### src/include/adc_trig_consts.svh
// timing, width and code constants for the conversion trigger block
`ifndef ADC_TRIG_CONSTS_SVH
`define ADC_TRIG_CONSTS_SVH

// ****************************************
// widths
// ****************************************
`define RAW_BITS        16
`define RESULT_MAX_BITS 19
`define ACC_BITS        22
`define GAIN_BITS       16
`define GAIN_FRAC_BITS  15
`define GAIN_UNITY      16'h8000
`define OFFSET_RESET    16'h0000

// ****************************************
// oversample ratio select codes
// ****************************************
`define OSR_CODE_1      2'h0
`define OSR_CODE_4      2'h1
`define OSR_CODE_16     2'h2
`define OSR_CODE_64     2'h3

// ****************************************
// timing
// ****************************************
`define CLK_MHZ             100
`define CONVERT_TIME_NS     415
`define AUTOCYCLE_PERIOD_NS 10000
`define CONVERT_CYCLES      16'(((`CONVERT_TIME_NS * `CLK_MHZ) + 999) / 1000)
`define AUTOCYCLE_CYCLES    16'((`AUTOCYCLE_PERIOD_NS * `CLK_MHZ) / 1000)

`endif

### src/include/adc_trig_pkg.sv
// types shared by the conversion trigger block
package adc_trig_pkg;

  typedef enum logic [1:0] {
    OSR_X1  = 2'b00,
    OSR_X4  = 2'b01,
    OSR_X16 = 2'b10,
    OSR_X64 = 2'b11
  } osr_e;

  typedef enum logic [0:0] {
    CONV_IDLE = 1'b0,
    CONV_BUSY = 1'b1
  } conv_state_e;

  typedef logic [1:0] lane_shift_t;

endpackage

### src/hw/result_fifo.sv
// parameterised result fifo with valid/ready on both sides
`timescale 1ns/1ps
`default_nettype none

module result_fifo #(
  parameter int WIDTH = 19,
  parameter int DEPTH = 8
) (
  // clock and reset
  input  wire logic             clk_sys_i,
  input  wire logic             reset_n_i,
  input  wire logic             ce_i,
  // fill side
  input  wire logic             in_valid_i,
  input  wire logic [WIDTH-1:0] in_data_i,
  output logic                  in_ready_o,
  // drain side
  output logic                  out_valid_o,
  output logic      [WIDTH-1:0] out_data_o,
  input  wire logic             out_ready_i
);

  localparam int AW = (DEPTH > 1) ? $clog2(DEPTH) : 1;

  if (DEPTH < 2 || (DEPTH & (DEPTH - 1)) != 0) begin : g_bad_depth
    $error("result_fifo depth must be a power of two, at least 2");
  end

  logic [WIDTH-1:0] mem [DEPTH];
  logic [AW:0]      wr_ptr;
  logic [AW:0]      rd_ptr;

  wire logic full  = (wr_ptr[AW] != rd_ptr[AW]) && (wr_ptr[AW-1:0] == rd_ptr[AW-1:0]);
  wire logic empty = (wr_ptr == rd_ptr);
  wire logic push  = ce_i && in_valid_i && !full;
  wire logic pop   = ce_i && out_ready_i && !empty;

  assign in_ready_o  = !full;
  assign out_valid_o = !empty;
  assign out_data_o  = mem[rd_ptr[AW-1:0]];

  always_ff @(posedge clk_sys_i) begin
    if (push) begin
      mem[wr_ptr[AW-1:0]] <= in_data_i;
    end
  end

  always_ff @(posedge clk_sys_i or negedge reset_n_i) begin
    if (!reset_n_i) begin
      wr_ptr <= '0;
      rd_ptr <= '0;
    end else begin
      if (push) begin
        wr_ptr <= wr_ptr + 1'b1;
      end
      if (pop) begin
        rd_ptr <= rd_ptr + 1'b1;
      end
    end
  end

endmodule

`default_nettype wire

### src/hw/osr_result_formatter.sv
// oversampling accumulator, offset/gain correction and polarity coding
`timescale 1ns/1ps
`default_nettype none

`include "adc_trig_consts.svh"

module osr_result_formatter (
  // clock and reset
  input  wire logic                         clk_sys_i,
  input  wire logic                         reset_n_i,
  input  wire logic                         ce_i,
  // channel configuration
  input  wire adc_trig_pkg::osr_e           oversample_ratio_i,
  input  wire logic                         bipolar_i,
  input  wire logic signed [15:0]           offset_i,
  input  wire logic [`GAIN_BITS-1:0]        gain_i,
  // raw samples
  input  wire logic                         raw_valid_i,
  input  wire logic [`RAW_BITS-1:0]         raw_data_i,
  output logic                              raw_ready_o,
  // formatted, left-justified results
  output logic                              res_valid_o,
  output logic [`RESULT_MAX_BITS-1:0]       res_data_o,
  input  wire logic                         res_ready_i
);
  import adc_trig_pkg::*;

  logic [`ACC_BITS-1:0] acc;
  logic [6:0]           acc_count;

  // extra bits per result: 0..3 for ratio 1,4,16,64
  wire logic [1:0]  extra_bits = oversample_ratio_i;
  wire logic [6:0]  osr_count  = 7'(7'h01 << {extra_bits, 1'b0});
  wire logic [4:0]  res_bits   = 5'(`RAW_BITS) + {3'h0, extra_bits};
  wire logic [`ACC_BITS-1:0] acc_next = acc + {6'h00, raw_data_i};
  wire logic        last_sample = (acc_count + 7'h01) == osr_count;

  // decimate: sum of 4^e samples shifted down by e
  wire logic [`ACC_BITS-1:0] decimated = acc_next >> extra_bits;

  wire logic [35:0] gained   = 36'(decimated[18:0]) * 36'(gain_i);
  wire logic signed [21:0] corrected =
    $signed({1'b0, gained[35:15]}) + 22'(offset_i);
  wire logic [19:0] code_max = 20'((20'h0_0001 << res_bits) - 20'h0_0001);
  wire logic [19:0] clamped  = corrected < 0 ? 20'h0_0000 :
                               (corrected[20:0] > {1'b0, code_max}) ? code_max :
                               corrected[19:0];
  wire logic [19:0] sign_bit = 20'(20'h0_0001 << (res_bits - 5'h01));
  wire logic [19:0] coded    = bipolar_i ? (clamped ^ sign_bit) : clamped;
  wire logic [`RESULT_MAX_BITS-1:0] justified =
    19'(coded << (5'(`RESULT_MAX_BITS) - res_bits));

  assign raw_ready_o = !res_valid_o;

  always_ff @(posedge clk_sys_i or negedge reset_n_i) begin
    if (!reset_n_i) begin
      acc         <= '0;
      acc_count   <= '0;
      res_valid_o <= 1'b0;
      res_data_o  <= '0;
    end else if (ce_i) begin
      if (res_valid_o && res_ready_i) begin
        res_valid_o <= 1'b0;
      end
      if (raw_valid_i && !res_valid_o) begin
        if (last_sample) begin
          acc         <= '0;
          acc_count   <= '0;
          res_valid_o <= 1'b1;
          res_data_o  <= justified;
        end else begin
          acc         <= acc_next;
          acc_count   <= acc_count + 7'h01;
        end
      end
    end
  end

endmodule

`default_nettype wire

### src/hw/adc_convert_trigger_output_format.sv
// conversion trigger, result formatting and serial output of the converter
`timescale 1ns/1ps
`default_nettype none

`include "adc_trig_consts.svh"

module adc_convert_trigger_output_format #(
  parameter int NUM_CH     = 16,
  parameter int FIFO_DEPTH = 8
) (
  // clock, reset, enable
  input  wire logic                         clk_sys_i,
  input  wire logic                         reset_n_i,
  input  wire logic                         ce_i,
  // mode control
  input  wire logic                         conversion_mode_i,
  input  wire logic                         autocycle_en_i,
  input  wire logic                         dual_lane_i,
  input  wire logic [$clog2(NUM_CH)-1:0]    channel_sel_i,
  // per-channel configuration, channel n at slice n
  input  wire logic [2*NUM_CH-1:0]          oversample_ratio_i,
  input  wire logic [NUM_CH-1:0]            bipolar_i,
  input  wire logic [16*NUM_CH-1:0]         offset_i,
  input  wire logic [16*NUM_CH-1:0]         gain_i,
  // converter core
  input  wire logic [`RAW_BITS-1:0]         raw_data_i,
  output logic                              sample_strobe_o,
  // pins
  input  wire logic                         convert_start_input_i,
  input  wire logic                         spi_sck_i,
  input  wire logic                         spi_cs_n_i,
  output logic                              primary_serial_out_o,
  output logic                              primary_serial_oe_o,
  output logic                              busy_alert_multipurpose_pin_o,
  output logic                              busy_alert_multipurpose_pin_oe_o,
  // status
  output logic                              busy_o,
  output logic                              result_pending_o
);
  import adc_trig_pkg::*;

  if (NUM_CH < 2 || NUM_CH > 16) begin : g_bad_ch
    $error("channel count must lie between 2 and 16");
  end

  if (FIFO_DEPTH < 2 || (FIFO_DEPTH & (FIFO_DEPTH - 1)) != 0) begin : g_bad_depth
    $error("fifo depth must be a power of two, at least 2");
  end

  // the timer must outlast a conversion, or ticks are lost while busy
  if (`AUTOCYCLE_CYCLES <= `CONVERT_CYCLES || `CONVERT_CYCLES < 16'h0002) begin : g_bad_timing
    $error("autocycle period must exceed the conversion time");
  end

  // ****************************************
  // helper functions
  // ****************************************
  // level high now, low one cycle before
  function automatic logic went_high(input logic now_level, input logic old_level);
    return now_level && !old_level;
  endfunction

  // level low now, high one cycle before
  function automatic logic went_low(input logic now_level, input logic old_level);
    return !now_level && old_level;
  endfunction

  // one channel's 16-bit field out of a packed per-channel bus
  function automatic logic [15:0] chan_word(input logic [16*NUM_CH-1:0]        bus,
                                            input logic [$clog2(NUM_CH)-1:0] ch);
    return bus[16*ch +: 16];
  endfunction

  // one channel's 2-bit ratio code out of the packed ratio bus
  function automatic logic [1:0] chan_ratio(input logic [2*NUM_CH-1:0]         bus,
                                            input logic [$clog2(NUM_CH)-1:0] ch);
    return bus[2*ch +: 2];
  endfunction

  // ****************************************
  // pin synchronisers
  // ****************************************
  logic [1:0] cnv_sync;
  logic [1:0] sck_sync;
  logic [1:0] cs_sync;
  logic       cnv_prev;
  logic       sck_prev;
  logic       cs_prev;

  always_ff @(posedge clk_sys_i or negedge reset_n_i) begin
    if (!reset_n_i) begin
      cnv_sync <= 2'b00;
      sck_sync <= 2'b11;
      cs_sync  <= 2'b11;
      cnv_prev <= 1'b0;
      sck_prev <= 1'b1;
      cs_prev  <= 1'b1;
    end else if (ce_i) begin
      cnv_sync <= {cnv_sync[0], convert_start_input_i};
      sck_sync <= {sck_sync[0], spi_sck_i};
      cs_sync  <= {cs_sync[0], spi_cs_n_i};
      cnv_prev <= cnv_sync[1];
      sck_prev <= sck_sync[1];
      cs_prev  <= cs_sync[1];
    end
  end

  wire logic cnv_rise  = went_high(cnv_sync[1], cnv_prev);
  wire logic cs_fall   = went_low(cs_sync[1], cs_prev);
  wire logic cs_active = !cs_sync[1];
  // mode 3: idle high, data changes on falling edge
  wire logic sck_fall  = went_low(sck_sync[1], sck_prev) && cs_active;

  // ****************************************
  // autocycle timer
  // ****************************************
  logic [15:0] auto_count;
  wire logic   auto_run  = conversion_mode_i && autocycle_en_i;
  wire logic   auto_tick = auto_run && (auto_count == `AUTOCYCLE_CYCLES - 16'h0001);

  always_ff @(posedge clk_sys_i or negedge reset_n_i) begin
    if (!reset_n_i) begin
      auto_count <= 16'h0000;
    end else if (ce_i) begin
      if (!auto_run || auto_tick) begin
        auto_count <= 16'h0000;
      end else begin
        auto_count <= auto_count + 16'h0001;
      end
    end
  end

  // ****************************************
  // trigger selection
  // ****************************************
  // pin edges count only in conversion mode without autocycle
  wire logic pin_trigger = conversion_mode_i && !autocycle_en_i && cnv_rise;
  wire logic trigger_src = autocycle_en_i ? auto_tick : pin_trigger;

  // ****************************************
  // channel configuration select
  // ****************************************
  // a select past the last channel falls back to channel 0
  wire logic [$clog2(NUM_CH)-1:0] sel_ch =
    (32'(channel_sel_i) < NUM_CH) ? channel_sel_i : '0;
  wire osr_e        sel_osr    = osr_e'(chan_ratio(oversample_ratio_i, sel_ch));
  wire logic        sel_bipol  = bipolar_i[sel_ch];
  wire logic [15:0] sel_offset = chan_word(offset_i, sel_ch);
  wire logic [15:0] sel_gain   = chan_word(gain_i, sel_ch);

  // ****************************************
  // conversion sequencer
  // ****************************************
  conv_state_e state;
  conv_state_e next_state;
  logic [15:0] conv_count;
  logic        raw_valid;
  logic        raw_ready;

  // a trigger while busy or while results back up is dropped
  wire logic trigger_ok = trigger_src && (state == CONV_IDLE) && raw_ready;
  wire logic conv_done  = (state == CONV_BUSY) && (conv_count == `CONVERT_CYCLES - 16'h0001);
  // busy rises with the sample and falls as the conversion ends
  wire logic next_busy  = trigger_ok || (busy_o && !conv_done);

  always_comb begin
    next_state = state;
    unique case (state)
      CONV_IDLE: begin
        if (trigger_ok) begin
          next_state = CONV_BUSY;
        end
      end
      CONV_BUSY: begin
        if (conv_done) begin
          next_state = CONV_IDLE;
        end
      end
    endcase
  end

  always_ff @(posedge clk_sys_i or negedge reset_n_i) begin
    if (!reset_n_i) begin
      state           <= CONV_IDLE;
      conv_count      <= 16'h0000;
      sample_strobe_o <= 1'b0;
      raw_valid       <= 1'b0;
    end else if (ce_i) begin
      state           <= next_state;
      sample_strobe_o <= trigger_ok;
      raw_valid       <= conv_done;
      conv_count      <= (state == CONV_BUSY) ? conv_count + 16'h0001 : 16'h0000;
    end
  end

  always_ff @(posedge clk_sys_i or negedge reset_n_i) begin
    if (!reset_n_i) begin
      busy_o <= 1'b0;
    end else if (ce_i) begin
      busy_o <= next_busy;
    end
  end

  // ****************************************
  // formatting and buffering
  // ****************************************
  logic                        res_valid;
  logic [`RESULT_MAX_BITS-1:0] res_data;
  logic                        res_ready;
  logic                        fifo_valid;
  logic [`RESULT_MAX_BITS-1:0] fifo_data;

  // accumulates ratio samples before a result appears
  osr_result_formatter u_formatter (
    .clk_sys_i          (clk_sys_i),
    .reset_n_i          (reset_n_i),
    .ce_i               (ce_i),
    .oversample_ratio_i (sel_osr),
    .bipolar_i          (sel_bipol),
    .offset_i           ($signed(sel_offset)),
    .gain_i             (sel_gain),
    .raw_valid_i        (raw_valid),
    .raw_data_i         (raw_data_i),
    .raw_ready_o        (raw_ready),
    .res_valid_o        (res_valid),
    .res_data_o         (res_data),
    .res_ready_i        (res_ready)
  );

  result_fifo #(
    .WIDTH (`RESULT_MAX_BITS),
    .DEPTH (FIFO_DEPTH)
  ) u_fifo (
    .clk_sys_i   (clk_sys_i),
    .reset_n_i   (reset_n_i),
    .ce_i        (ce_i),
    .in_valid_i  (res_valid),
    .in_data_i   (res_data),
    .in_ready_o  (res_ready),
    .out_valid_o (fifo_valid),
    .out_data_o  (fifo_data),
    .out_ready_i (cs_fall)
  );

  // ****************************************
  // serial output shifter
  // ****************************************
  logic [`RESULT_MAX_BITS:0] shreg;
  wire lane_shift_t lane_step = dual_lane_i ? 2'd2 : 2'd1;

  always_ff @(posedge clk_sys_i or negedge reset_n_i) begin
    if (!reset_n_i) begin
      shreg <= '0;
    end else if (ce_i) begin
      if (cs_fall) begin
        // no result ready: the frame carries zeros
        shreg <= fifo_valid ? {fifo_data, 1'b0} : '0;
      end else if (sck_fall) begin
        shreg <= shreg << lane_step;
      end
    end
  end

  // ****************************************
  // pin drivers
  // ****************************************
  wire logic next_primary   = cs_active ? shreg[`RESULT_MAX_BITS] : 1'b0;
  wire logic data_on_multi  = dual_lane_i && cs_active;
  wire logic next_multi     = data_on_multi ? shreg[`RESULT_MAX_BITS-1] : busy_o;

  always_ff @(posedge clk_sys_i or negedge reset_n_i) begin
    if (!reset_n_i) begin
      primary_serial_out_o             <= 1'b0;
      primary_serial_oe_o              <= 1'b0;
      busy_alert_multipurpose_pin_o    <= 1'b0;
      busy_alert_multipurpose_pin_oe_o <= 1'b0;
      result_pending_o                 <= 1'b0;
    end else if (ce_i) begin
      primary_serial_out_o             <= next_primary;
      primary_serial_oe_o              <= cs_active;
      busy_alert_multipurpose_pin_o    <= next_multi;
      busy_alert_multipurpose_pin_oe_o <= 1'b1;
      result_pending_o                 <= fifo_valid;
    end
  end

endmodule

`default_nettype wire

### config.mk
export PLATFORM = sky130hd
export DESIGN_NAME = adc_convert_trigger_output_format
export DESIGN_NICKNAME = d
export VERILOG_FILES = /design/src/include/adc_trig_pkg.sv /design/src/hw/result_fifo.sv /design/src/hw/osr_result_formatter.sv /design/src/hw/adc_convert_trigger_output_format.sv
export VERILOG_INCLUDE_DIRS = /design/src /design/src/include
export SDC_FILE = /design/constraint.sdc
export NUM_CORES = 1
export LEC_CHECK = 0
export ABC_AREA = 1
export BUFFER_PORTS_ARGS = -buffer_cell sky130_fd_sc_hd__buf_4
export CAP_MARGIN = 20
export CORE_MARGIN = 8
export CORE_UTILIZATION = 40
export DETAILED_ROUTE_END_ITERATION = 16
export PLACE_DENSITY = 0.59
export SLEW_MARGIN = 20
export SYNTH_ARGS = -nofsm -noshare
export SYNTH_HDL_FRONTEND = slang
export SYNTH_SLANG_ARGS = --single-unit
### constraint.sdc
create_clock -name clk_sys_i -period 18.85 [get_ports clk_sys_i]
set_clock_uncertainty 0.05 [all_clocks]
set_input_delay 0.9425 -clock clk_sys_i [delete_from_list [all_inputs] [get_ports clk_sys_i]]
set_output_delay 0.9425 -clock clk_sys_i [all_outputs]
set_load 0.05 [all_outputs]
### After elaboration in Yosys (flattened, before gate mapping)

Memory sizes are Yosys's and may differ from the RTL's.
Cells that the tools add are included.

* register bits: 127
* memory bits (writable): 152
* input bits: 589
* output and inout port bits: 7
* word-level logic and storage cells: 116
* memories: 1

* add/sub/neg operators: 11
* multipliers: 1
* magnitude comparators: 3
* eq/ne operators: 6
* shifts and indexed selects: 9
* muxes and demuxes: 24
* bitwise gates (word level): 2
* reduce and logical (&&, ||, !) cells: 35

Memory list
* u_fifo.mem: words 8, bits a word 19, read ports 1, clocked after Yosys merged registers in 0, write ports 1, line result_fifo.sv:29 `logic [WIDTH-1:0] mem [DEPTH];`

Operator list (number)
* 256-bit by 9-bit variable part select with 16-bit output: 2
* 20-bit two-way mux: 6
* 1-bit by 5-bit left shift with 20-bit output (first input constant): 2
* 19-bit by 16-bit multiplier with 35-bit output: 1
* 16-bit by 1-bit adder with 16-bit output (second input constant): 2
* 16-bit two-way mux: 2
* 32-bit by 6-bit variable part select with 2-bit output: 1
* 21-bit by 16-bit adder with 22-bit output: 1
* 22-bit by 16-bit adder with 22-bit output: 1
* 22-bit by 1-bit less-than comparator with 1-bit output (second input constant): 1
* 22-bit two-way mux: 1
* 22-bit by 2-bit >> shifter with 19-bit output: 1
* 21-bit by 20-bit > comparator with 1-bit output: 1
* 1-bit logical AND: 20
* 20-bit by 2-bit left shift with 20-bit output: 1
* 20-bit by 5-bit left shift with 19-bit output: 1
* 20-bit by 1-bit subtractor with 20-bit output (second input constant): 1
* 20-bit XOR: 1
* 16-bit by 10-bit == test with 1-bit output (second input constant): 1
* 16-bit by 6-bit == test with 1-bit output (second input constant): 1
* 1-bit two-way mux: 11
* 1-bit zero test: 9
* 4-bit by 1-bit adder with 4-bit output (second input constant): 2
* 7-bit by 1-bit adder with 7-bit output (second input constant): 1
* other kinds (18): 20

### Longest topological paths before layout

Gate-level depths: netlist (run 1).

* word-level depth: 10
* mapped depth: 67
* mapped depth without buffers: 66

### Cells and area by module

A second synthesis (run 1) with hierarchy kept.

* cells, all modules: 4294
* area, all modules: 31436.4 um^2

By module, submodules not included
* osr_result_formatter: instances 1, cells each 2083, area each 15423.5 um^2, sequential area each 1226.2 um^2
* adc_convert_trigger_output_format: instances 1, cells each 1692, area each 9570.4 um^2, sequential area each 1759.2 um^2
* result_fifo: instances 1, cells each 519, area each 6442.4 um^2, sequential area each 4764.6 um^2

### Worst setup path before layout (run 1)

OpenSTA, ideal clock, no wires.

* path type: input-to-reg
* from: in raw_data_i[0]
* to: reg u_formatter.res_data_o[8]
* library setup time: 0.124 ns
* arrival time: 10.293 ns
* required time: 18.676 ns
* setup slack: 8.383 ns
* stages: 61
* buffers on the path: 1
* cells stage by stage: ha_1 inv_1 fa_1 o21ai_1 nand3_1 o211ai_1 xor2_1 nand2_1 o21ai_0 nand2_1 nand2_1 clkinv_1 nand2_1 fa_1 fa_1 inv_1 fa_1 inv_1 [25 not listed] inv_1 ha_1 nand3b_1 nor2_1 nand3_1 nor2_1 nand3_1 nor2_1 nand3_1 nor2_1 nand3_1 nand2_2 buf_4 nand3_2 nand3_1 o21ai_1 a22oi_1 nand2_1

* cells in the longest elaborated chain, start to end: 10
* elaborated cells between the ends (all ways): 11
* those cells by class: add/sub (2); mul (1); order compare (2); shift (2); mux (3); bitwise (1)

Ends and longest elaborated chain
* start, declared: line adc_convert_trigger_output_format.sv:26 `` input wire logic [`RAW_BITS-1:0] raw_data_i, ``
* 22-bit by 16-bit adder with 22-bit output *: line osr_result_formatter.sv:35 `` wire logic [`ACC_BITS-1:0] acc_next = acc + {6'h00, raw_data_i}; ``
* 22-bit by 2-bit >> shifter with 19-bit output *: line osr_result_formatter.sv:39 `` wire logic [`ACC_BITS-1:0] decimated = acc_next >> extra_bits; ``
* 19-bit by 16-bit multiplier with 35-bit output *: line osr_result_formatter.sv:41 `wire logic [35:0] gained = 36'(decimated[18:0]) * 36'(gain_i);`
* 21-bit by 16-bit adder with 22-bit output *: line osr_result_formatter.sv:43 `$signed({1'b0, gained[35:15]}) + 22'(offset_i);`
* 21-bit by 20-bit > comparator with 1-bit output: line osr_result_formatter.sv:46 `(corrected[20:0] > {1'b0, code_max}) ? code_max :`
* 20-bit two-way mux: line osr_result_formatter.sv:46
* 20-bit two-way mux *: line osr_result_formatter.sv:45 `wire logic [19:0] clamped = corrected < 0 ? 20'h0_0000 :`
* 20-bit XOR: line osr_result_formatter.sv:49 `wire logic [19:0] coded = bipolar_i ? (clamped ^ sign_bit) : clamped;`
* 20-bit two-way mux *: line osr_result_formatter.sv:49
* 20-bit by 5-bit left shift with 19-bit output *: line osr_result_formatter.sv:51 `` 19'(coded << (5'(`RESULT_MAX_BITS) - res_bits)); ``
* end signal, assigned: line osr_result_formatter.sv:70 `res_data_o <= justified;`
* end, declared: line osr_result_formatter.sv:23 `` output logic [`RESULT_MAX_BITS-1:0] res_data_o, ``

Every way passes the cells marked *; elsewhere a longest branch is shown, timed or not.
A chain may end at the register's enable or synchronous reset.

### Worst setup path after layout (run 1)

* from: in channel_sel_i[0]
* to: reg u_formatter.res_data_o[3]

* cells in the longest elaborated chain, start to end: 10
* elaborated cells between the ends (all ways): 24
* those cells by class: add/sub (5); mul (1); order compare (2); eq/ne (1); shift (8); mux (5); bitwise (1); reduce/logical (1)

Ends and longest elaborated chain
* start, declared: line adc_convert_trigger_output_format.sv:19 `input wire logic [$clog2(NUM_CH)-1:0] channel_sel_i,`
* branches (longest 10 deep; another with 19-bit by 16-bit multiplier with 35-bit output)

Parallel ways; which one is timed is not known. The select of a mux whose other input is x is not followed.

==> results.sh, run 1 <==
export IMPL_outcome="finished clean"
export IMPL_grt_pass1_vias=29620
export IMPL_cap_viol_max_count=0
export IMPL_dieHeight_um=288
export IMPL_setup_tns_ns=0
export IMPL_finalSetupViolCount=0
export IMPL_drive_gt1_frac=0.168
export IMPL_use_met1=0.366
export IMPL_cp_start_kind="input pin"
export IMPL_ios=596
export IMPL_place_inst=5319
export IMPL_synth_seq_cells=279
export IMPL_fp_dieW_um=288
export IMPL_rsz0062_at_grt="no"
export IMPL_grt_pass1_wl_mm=188
export IMPL_cpPeakStageDelay_ns=0.57
export IMPL_gp_congestion=1.01
export IMPL_ys_types=62
export IMPL_drtIter0Drc=2565
export IMPL_insertion_delay_ns=0.55
export IMPL_worst_path_max_delay_cell="inv_8"
export IMPL_clock_root_buffer="clkbuf_16"
export IMPL_vias=29648
export IMPL_cp_arrival_ns=13.11
export IMPL_core_area_um2=73100
export IMPL_met3_usage=0.0569
export IMPL_worstPathMaxFanout=115
export IMPL_grt_max_degree=170
export IMPL_drv_slew=0
export IMPL_grtUsageTotal=0.299
export IMPL_yosysWarnings=0
export IMPL_fmaxAchievable_mhz=78.6
export IMPL_start_util=0.405
export IMPL_vias_per_cell=5.51
export IMPL_tightest_slew_ns=1.14
export IMPL_cp_end_kind="register"
export IMPL_hold_class="input pin to async pin"
export IMPL_firstDrtPassIters=5
export IMPL_period_minus_slack_ns=12.73
export IMPL_hold_viol=0
export IMPL_cts_tree="done"
export IMPL_wire_per_inst_um=23.6
export IMPL_path_common_cell="nand2_1"
export IMPL_grt_remaining_overflow=0
export IMPL_postCtsSetupRepairBufs=0
export IMPL_finalWirelength_mm=127
export IMPL_dieArea_um2=82900
export IMPL_crit_required_ns=19.23
export IMPL_fp_row_count=99
export IMPL_syn_avg_cell_area_um2=7.52
export IMPL_nets=5367
export IMPL_cts_buffers=27
export IMPL_io_buffers=595
export IMPL_slew_headroom=0.237
export IMPL_final_common_cell="nand2_1"
export IMPL_synth_edff_count=152
export IMPL_syn_inst=3931
export IMPL_cts_sinks=279
export IMPL_drc=0
export IMPL_busiest_layer="met2"
export IMPL_synthArstFlopShare=0.455
export IMPL_synth_flop_cell="edfxtp_1"
export IMPL_syn_area_um2=29600
export IMPL_cts_max_level=1
export IMPL_antenna_found_initial=9
export IMPL_path_class="input pin to register"
export IMPL_fin_crit_sh=0.675
export IMPL_instances_no_fill=5377
export IMPL_ant_nets=0
export IMPL_ctsResizeCount=0
export IMPL_syn2layout_area_growth_pct=20.2
export IMPL_clk_pin_slew_ns=0.07
export IMPL_dp_final_hpwl_mm=101
export IMPL_final_cell_mix="841 x nand2_1, 628 x buf_4, 488 x nor2_1, 463 x inv_1, 296 x o21ai_0"
export IMPL_syn_num_nets=4909
export IMPL_hold_buffers=0
export IMPL_max_clock_path_buffers=3
export IMPL_use_met2=0.499
export IMPL_yosysSeqAreaShare=0.262
## metrics by stage
step                      utilization  hold WS [ns]  cell area (um^2)  setup WS [ns]
final                           0.487         0.315             35600           6.12
after global routing            0.486         0.361             35600           5.05
after CTS                       0.486         0.332             35500           6.31
after detailed placement        0.474         0.403             34600           5.77
after global placement          0.474         0.402             34600           5.99
after floorplan                     -         0.385             29600           8.38
## cells in the mapped netlist, drive strengths merged (2+ instances only)
| cell | count | area, um^2 |
|---|---|---|
| a221o | 2 | 20.0 |
| o21bai | 7 | 52.6 |
| or3 | 11 | 68.8 |
| xor2 | 41 | 367 |
| o22ai | 24 | 150 |
| o221ai | 88 | 771 |
| inv | 475 | 1790 |
| a211oi | 3 | 22.5 |
| a21boi | 2 | 15.0 |
| and3 | 3 | 18.8 |
| nand4 | 14 | 87.6 |
| a31oi | 21 | 131 |
| nand2 | 849 | 3210 |
| dfstp | 6 | 158 |
| or2 | 15 | 93.8 |
| a21o | 3 | 22.5 |
| nor4 | 10 | 62.6 |
| nand3b | 2 | 15.0 |
| o21a | 14 | 105 |
| buf | 87 | 507 |
| a311o | 13 | 130 |
| nand3 | 284 | 1460 |
| a22oi | 5 | 37.5 |
| clkinv | 9 | 35.0 |
| a21oi | 224 | 1120 |
| fa | 237 | 4740 |
| a22o | 2 | 17.5 |
| o211ai | 30 | 230 |
| a221oi | 42 | 368 |
| o21ai | 312 | 1560 |
| nor3b | 2 | 15.0 |
| clkbuf | 115 | 432 |
| dfrtp | 121 | 3030 |
| xnor2 | 11 | 96.3 |
| edfxtp | 152 | 4560 |
| ha | 152 | 1900 |
| nor2 | 502 | 1930 |
| nor3 | 32 | 165 |
| a2bb2oi | 2 | 17.5 |
## sequential cells by signal (all words and copies together) (netlist names), 2 cells and up
signal	flops
u_fifo.rd_ptr	4
u_formatter.acc_count	7
cs_sync	2
shreg	20
u_fifo.wr_ptr	4
u_formatter.acc	22
u_fifo.mem	152
u_formatter.res_data_o	19
cnv_sync	2
auto_count	16
conv_count	16
sck_sync	2
## cell families after synthesis
logic type / share of synthesized area
xor+xnor: 0.0157
buf+inv: 0.0933
compound gates: 0.163
fa+ha+maj: 0.225
simple gates: 0.241
flops: 0.262
## final timing paths
kind | slack, ns | depth (start not counted) | start | end
min in group clk_sys_i | 0.42 | 2 | cs_sync[0] | cs_sync[0]
worst max-delay path | 6.12 | 60 | channel_sel_i[0] | u_formatter.res_data_o[3]
worst min-delay path | 0.31 | 1 | reset_n_i | busy_alert_multipurpose_pin_oe_o
worst min register to register | 0.42 | 2 | cs_sync[0] | cs_sync[0]
max in group asynchronous | 17.08 | 2 | reset_n_i | u_formatter.acc[12]
worst max register to register | 6.92 | 59 | u_formatter.acc[0] | u_formatter.res_data_o[3]
## worst max-delay path, delay by kind of cell
kind | cells | cell delay (ns)
XOR/XNOR | 2 | 0.45
buffers and inverters | 12 | 2.43
AND/OR/NAND/NOR | 33 | 4.17
adder cells (fa/ha/maj) | 9 | 4.02
AO/OA/AOI/OAI | 4 | 0.94
## cell type report
| cell class | count | area [um^2] |
|---|---|---|
| Antenna cell | 9 | 22.5 |
| Clock buffer | 41 | 800 |
| Clock inverter | 8 | 92.6 |
| Fill cell | 7447 | 37500 |
| Inverter | 484 | 1830 |
| Multi-Input combinational cell | 2966 | 19100 |
| Sequential cell | 279 | 7750 |
| Tap cell | 959 | 1200 |
| Timing Repair Buffer | 631 | 4760 |
## metal layers
metal,wire length [um],up-vias
li1,-,13983
met1,49300,14247
met2,60400,1205
met3,9800,211
met4,7520,2
met5,12,-
Power of run 1 is not shown: default switching activity piles up to over one toggle a cycle in this logic, so the estimate is an artifact.
==> run 2, diff against run 1 <==
clock period = 12.4 ns   (was 18.85 ns; I/O delays follow)
==> results.sh, run 2 (synthesis gave the netlist of run 1 again) <==
export IMPL_hold_path_endpoint="cnv_sync[0]"
export IMPL_clk_pin_slew_ns=0.07
export IMPL_fin_crit_sh=0.934
export IMPL_cap_viol_max_count=0
export IMPL_firstDrtPassIters=6
export IMPL_finalWirelength_mm=128
export IMPL_critPathLaunch="u_formatter.acc[2]"
export IMPL_path_common_cell="nand3_1"
export IMPL_start_util=0.405
export IMPL_final_cell_mix="839 x nand2_1, 661 x buf_4, 488 x nor2_1, 463 x inv_1, 298 x o21ai_0"
export IMPL_fmaxAchievable_mhz=86.4
export IMPL_fp_row_count=99
export IMPL_path_class="register to register"
export IMPL_setup_tns_ns=0
export IMPL_insertion_delay_ns=0.55
export IMPL_cp_arrival_ns=11.97
export IMPL_drv_slew=0
export IMPL_antenna_found_initial=5
export IMPL_outcome="finished clean"
export IMPL_gp_congestion=0.962
export IMPL_period_minus_slack_ns=11.58
export IMPL_drive_gt1_frac=0.177
export IMPL_max_clock_path_buffers=3
export IMPL_grt_max_degree=123
export IMPL_ios=596
export IMPL_post_route_util=0.493
export IMPL_dp_final_hpwl_mm=103
export IMPL_holdCritStartpoint="convert_start_input_i"
export IMPL_clock_root_buffer="clkbuf_16"
export IMPL_hold_class="input pin to register"
export IMPL_fp_dieW_um=288
export IMPL_final_common_cell="nand2_1"
export IMPL_hold_viol=0
export IMPL_cts_max_level=1
export IMPL_cts_buffers=28
export IMPL_grt_pass1_wl_mm=190
export IMPL_dieHeight_um=288
export IMPL_finalSetupViolCount=0
export IMPL_r2r_end="u_formatter.res_data_o[18]"
export IMPL_vias_per_cell=5.53
export IMPL_drc=0
export IMPL_place_inst=5355
export IMPL_cts_sinks=279
export IMPL_core_area_um2=73100
export IMPL_grtUsageTotal=0.300
export IMPL_grt_remaining_overflow=0
export IMPL_cpPeakStageDelay_ns=0.52
export IMPL_wire_per_inst_um=23.5
export IMPL_rr_startpoint="u_formatter.acc[2]"
export IMPL_cts_tree="done"
export IMPL_r2r_setup_slack_ns=0.82
export IMPL_nets=5407
export IMPL_ant_nets=0
export IMPL_instances_no_fill=5415
export IMPL_drtIter0Drc=2531
export IMPL_grt_pass1_vias=29703
export IMPL_io_buffers=595
export IMPL_whs_path_depth=3
export IMPL_tightest_slew_ns=1.08
export IMPL_syn2layout_area_growth_pct=21.8
export IMPL_crit_required_ns=12.80
export IMPL_rsz0062_at_grt="no"
export IMPL_worst_r2r_cell_count=59
export IMPL_vias=29952
export IMPL_cp_start_kind="register"
export IMPL_slew_headroom=0.274
export IMPL_largest_reg_flops=152
export IMPL_worstPathMaxFanout=18
export IMPL_cp_end_kind="register"
export IMPL_dieArea_um2=82900
export IMPL_worst_path_max_delay_cell="fa_1"
-- run 2: cell types whose count changed in the layout (fill, tap and decap cells not counted), moves of 2 or more --
cell        change
o21ai_1         -2
diode_2         -4
clkinvlp_4      +4
nand2_1         -2
buf_4          +33
buf_12          +5
o21ai_0         +2
clkbuf_1        -4
bufinv_16       +3
clkinv_4        +2
clkbuf_8        -5
-- run 2: how the worst max path moves through the flow --
stage | end | slack [ns] | cells past startpoint
2_1_floorplan | u_formatter.res_data_o[8] | 2.26 | 61
3_3_place_gp | u_formatter.res_data_o[18] | 0.53 | 63
3_5_place_dp | u_formatter.res_data_o[3] | 0.51 | 61
4_1_cts | u_formatter.res_data_o[3] | 0.82 | 60
5_1_grt | u_formatter.res_data_o[3] | 0.01 | 59
6_report | u_formatter.res_data_o[18] | 0.82 | 59
-- run 2: repair_timing --
| action | 4_1_cts | 5_1_grt |
|---|---|---|
| endpoints found under the setup margin | 0 | 19 |
| setup buffers | 0 | 2 |
| endpoints found under the hold margin | 42 | 0 |
| resized for setup | 0 | 5 |
| hold buffers | 1 | 0 |
-- run 2: final cells by class --
cell class | count | area (um^2)
diodes | 5 | 12.5
flip-flops and latches | 279 | 7750
clock inverters | 19 | 243
repair buffers | 670 | 5120
fillers | 7443 | 37100
well taps | 959 | 1200
multi-input cells | 2966 | 19100
inverters | 484 | 1830
clock buffers | 33 | 741
-- run 2: routing by layer --
metal | wire length [um] | track usage | share of wire | up-vias
li1 | - | - | - | 14065
met1 | 50100 | 0.372 | 0.39 | 14459
met2 | 61800 | 0.512 | 0.48 | 1196
met3 | 8260 | 0.0429 | 0.065 | 232
met4 | 7280 | 0.146 | 0.057 | 0
met5 | 0 | 0 | 0 | -
-- run 2: critical path: cells and delay by family, from the launching register on --
family	cells	cell delay, ns
AND/OR/NAND/NOR	31	3.92
buffers and inverters	9	0.71
adder cells (fa/ha/maj)	10	4.34
flip-flops	1	0.41
XOR/XNOR	3	0.87
AO/OA/AOI/OAI	6	1.16
-- run 2: metrics by stage --
stage	area (um^2)	hold WS, ns	setup WS (ns)
detailed placement	35000	0.403	0.507
CTS	36000	0.231	0.817
finish	36000	0.250	0.824
global route	36000	0.266	0.0140
floorplan	29600	0.274	2.26
global placement	35000	0.406	0.533
Power of run 2 is left out for the same reason.
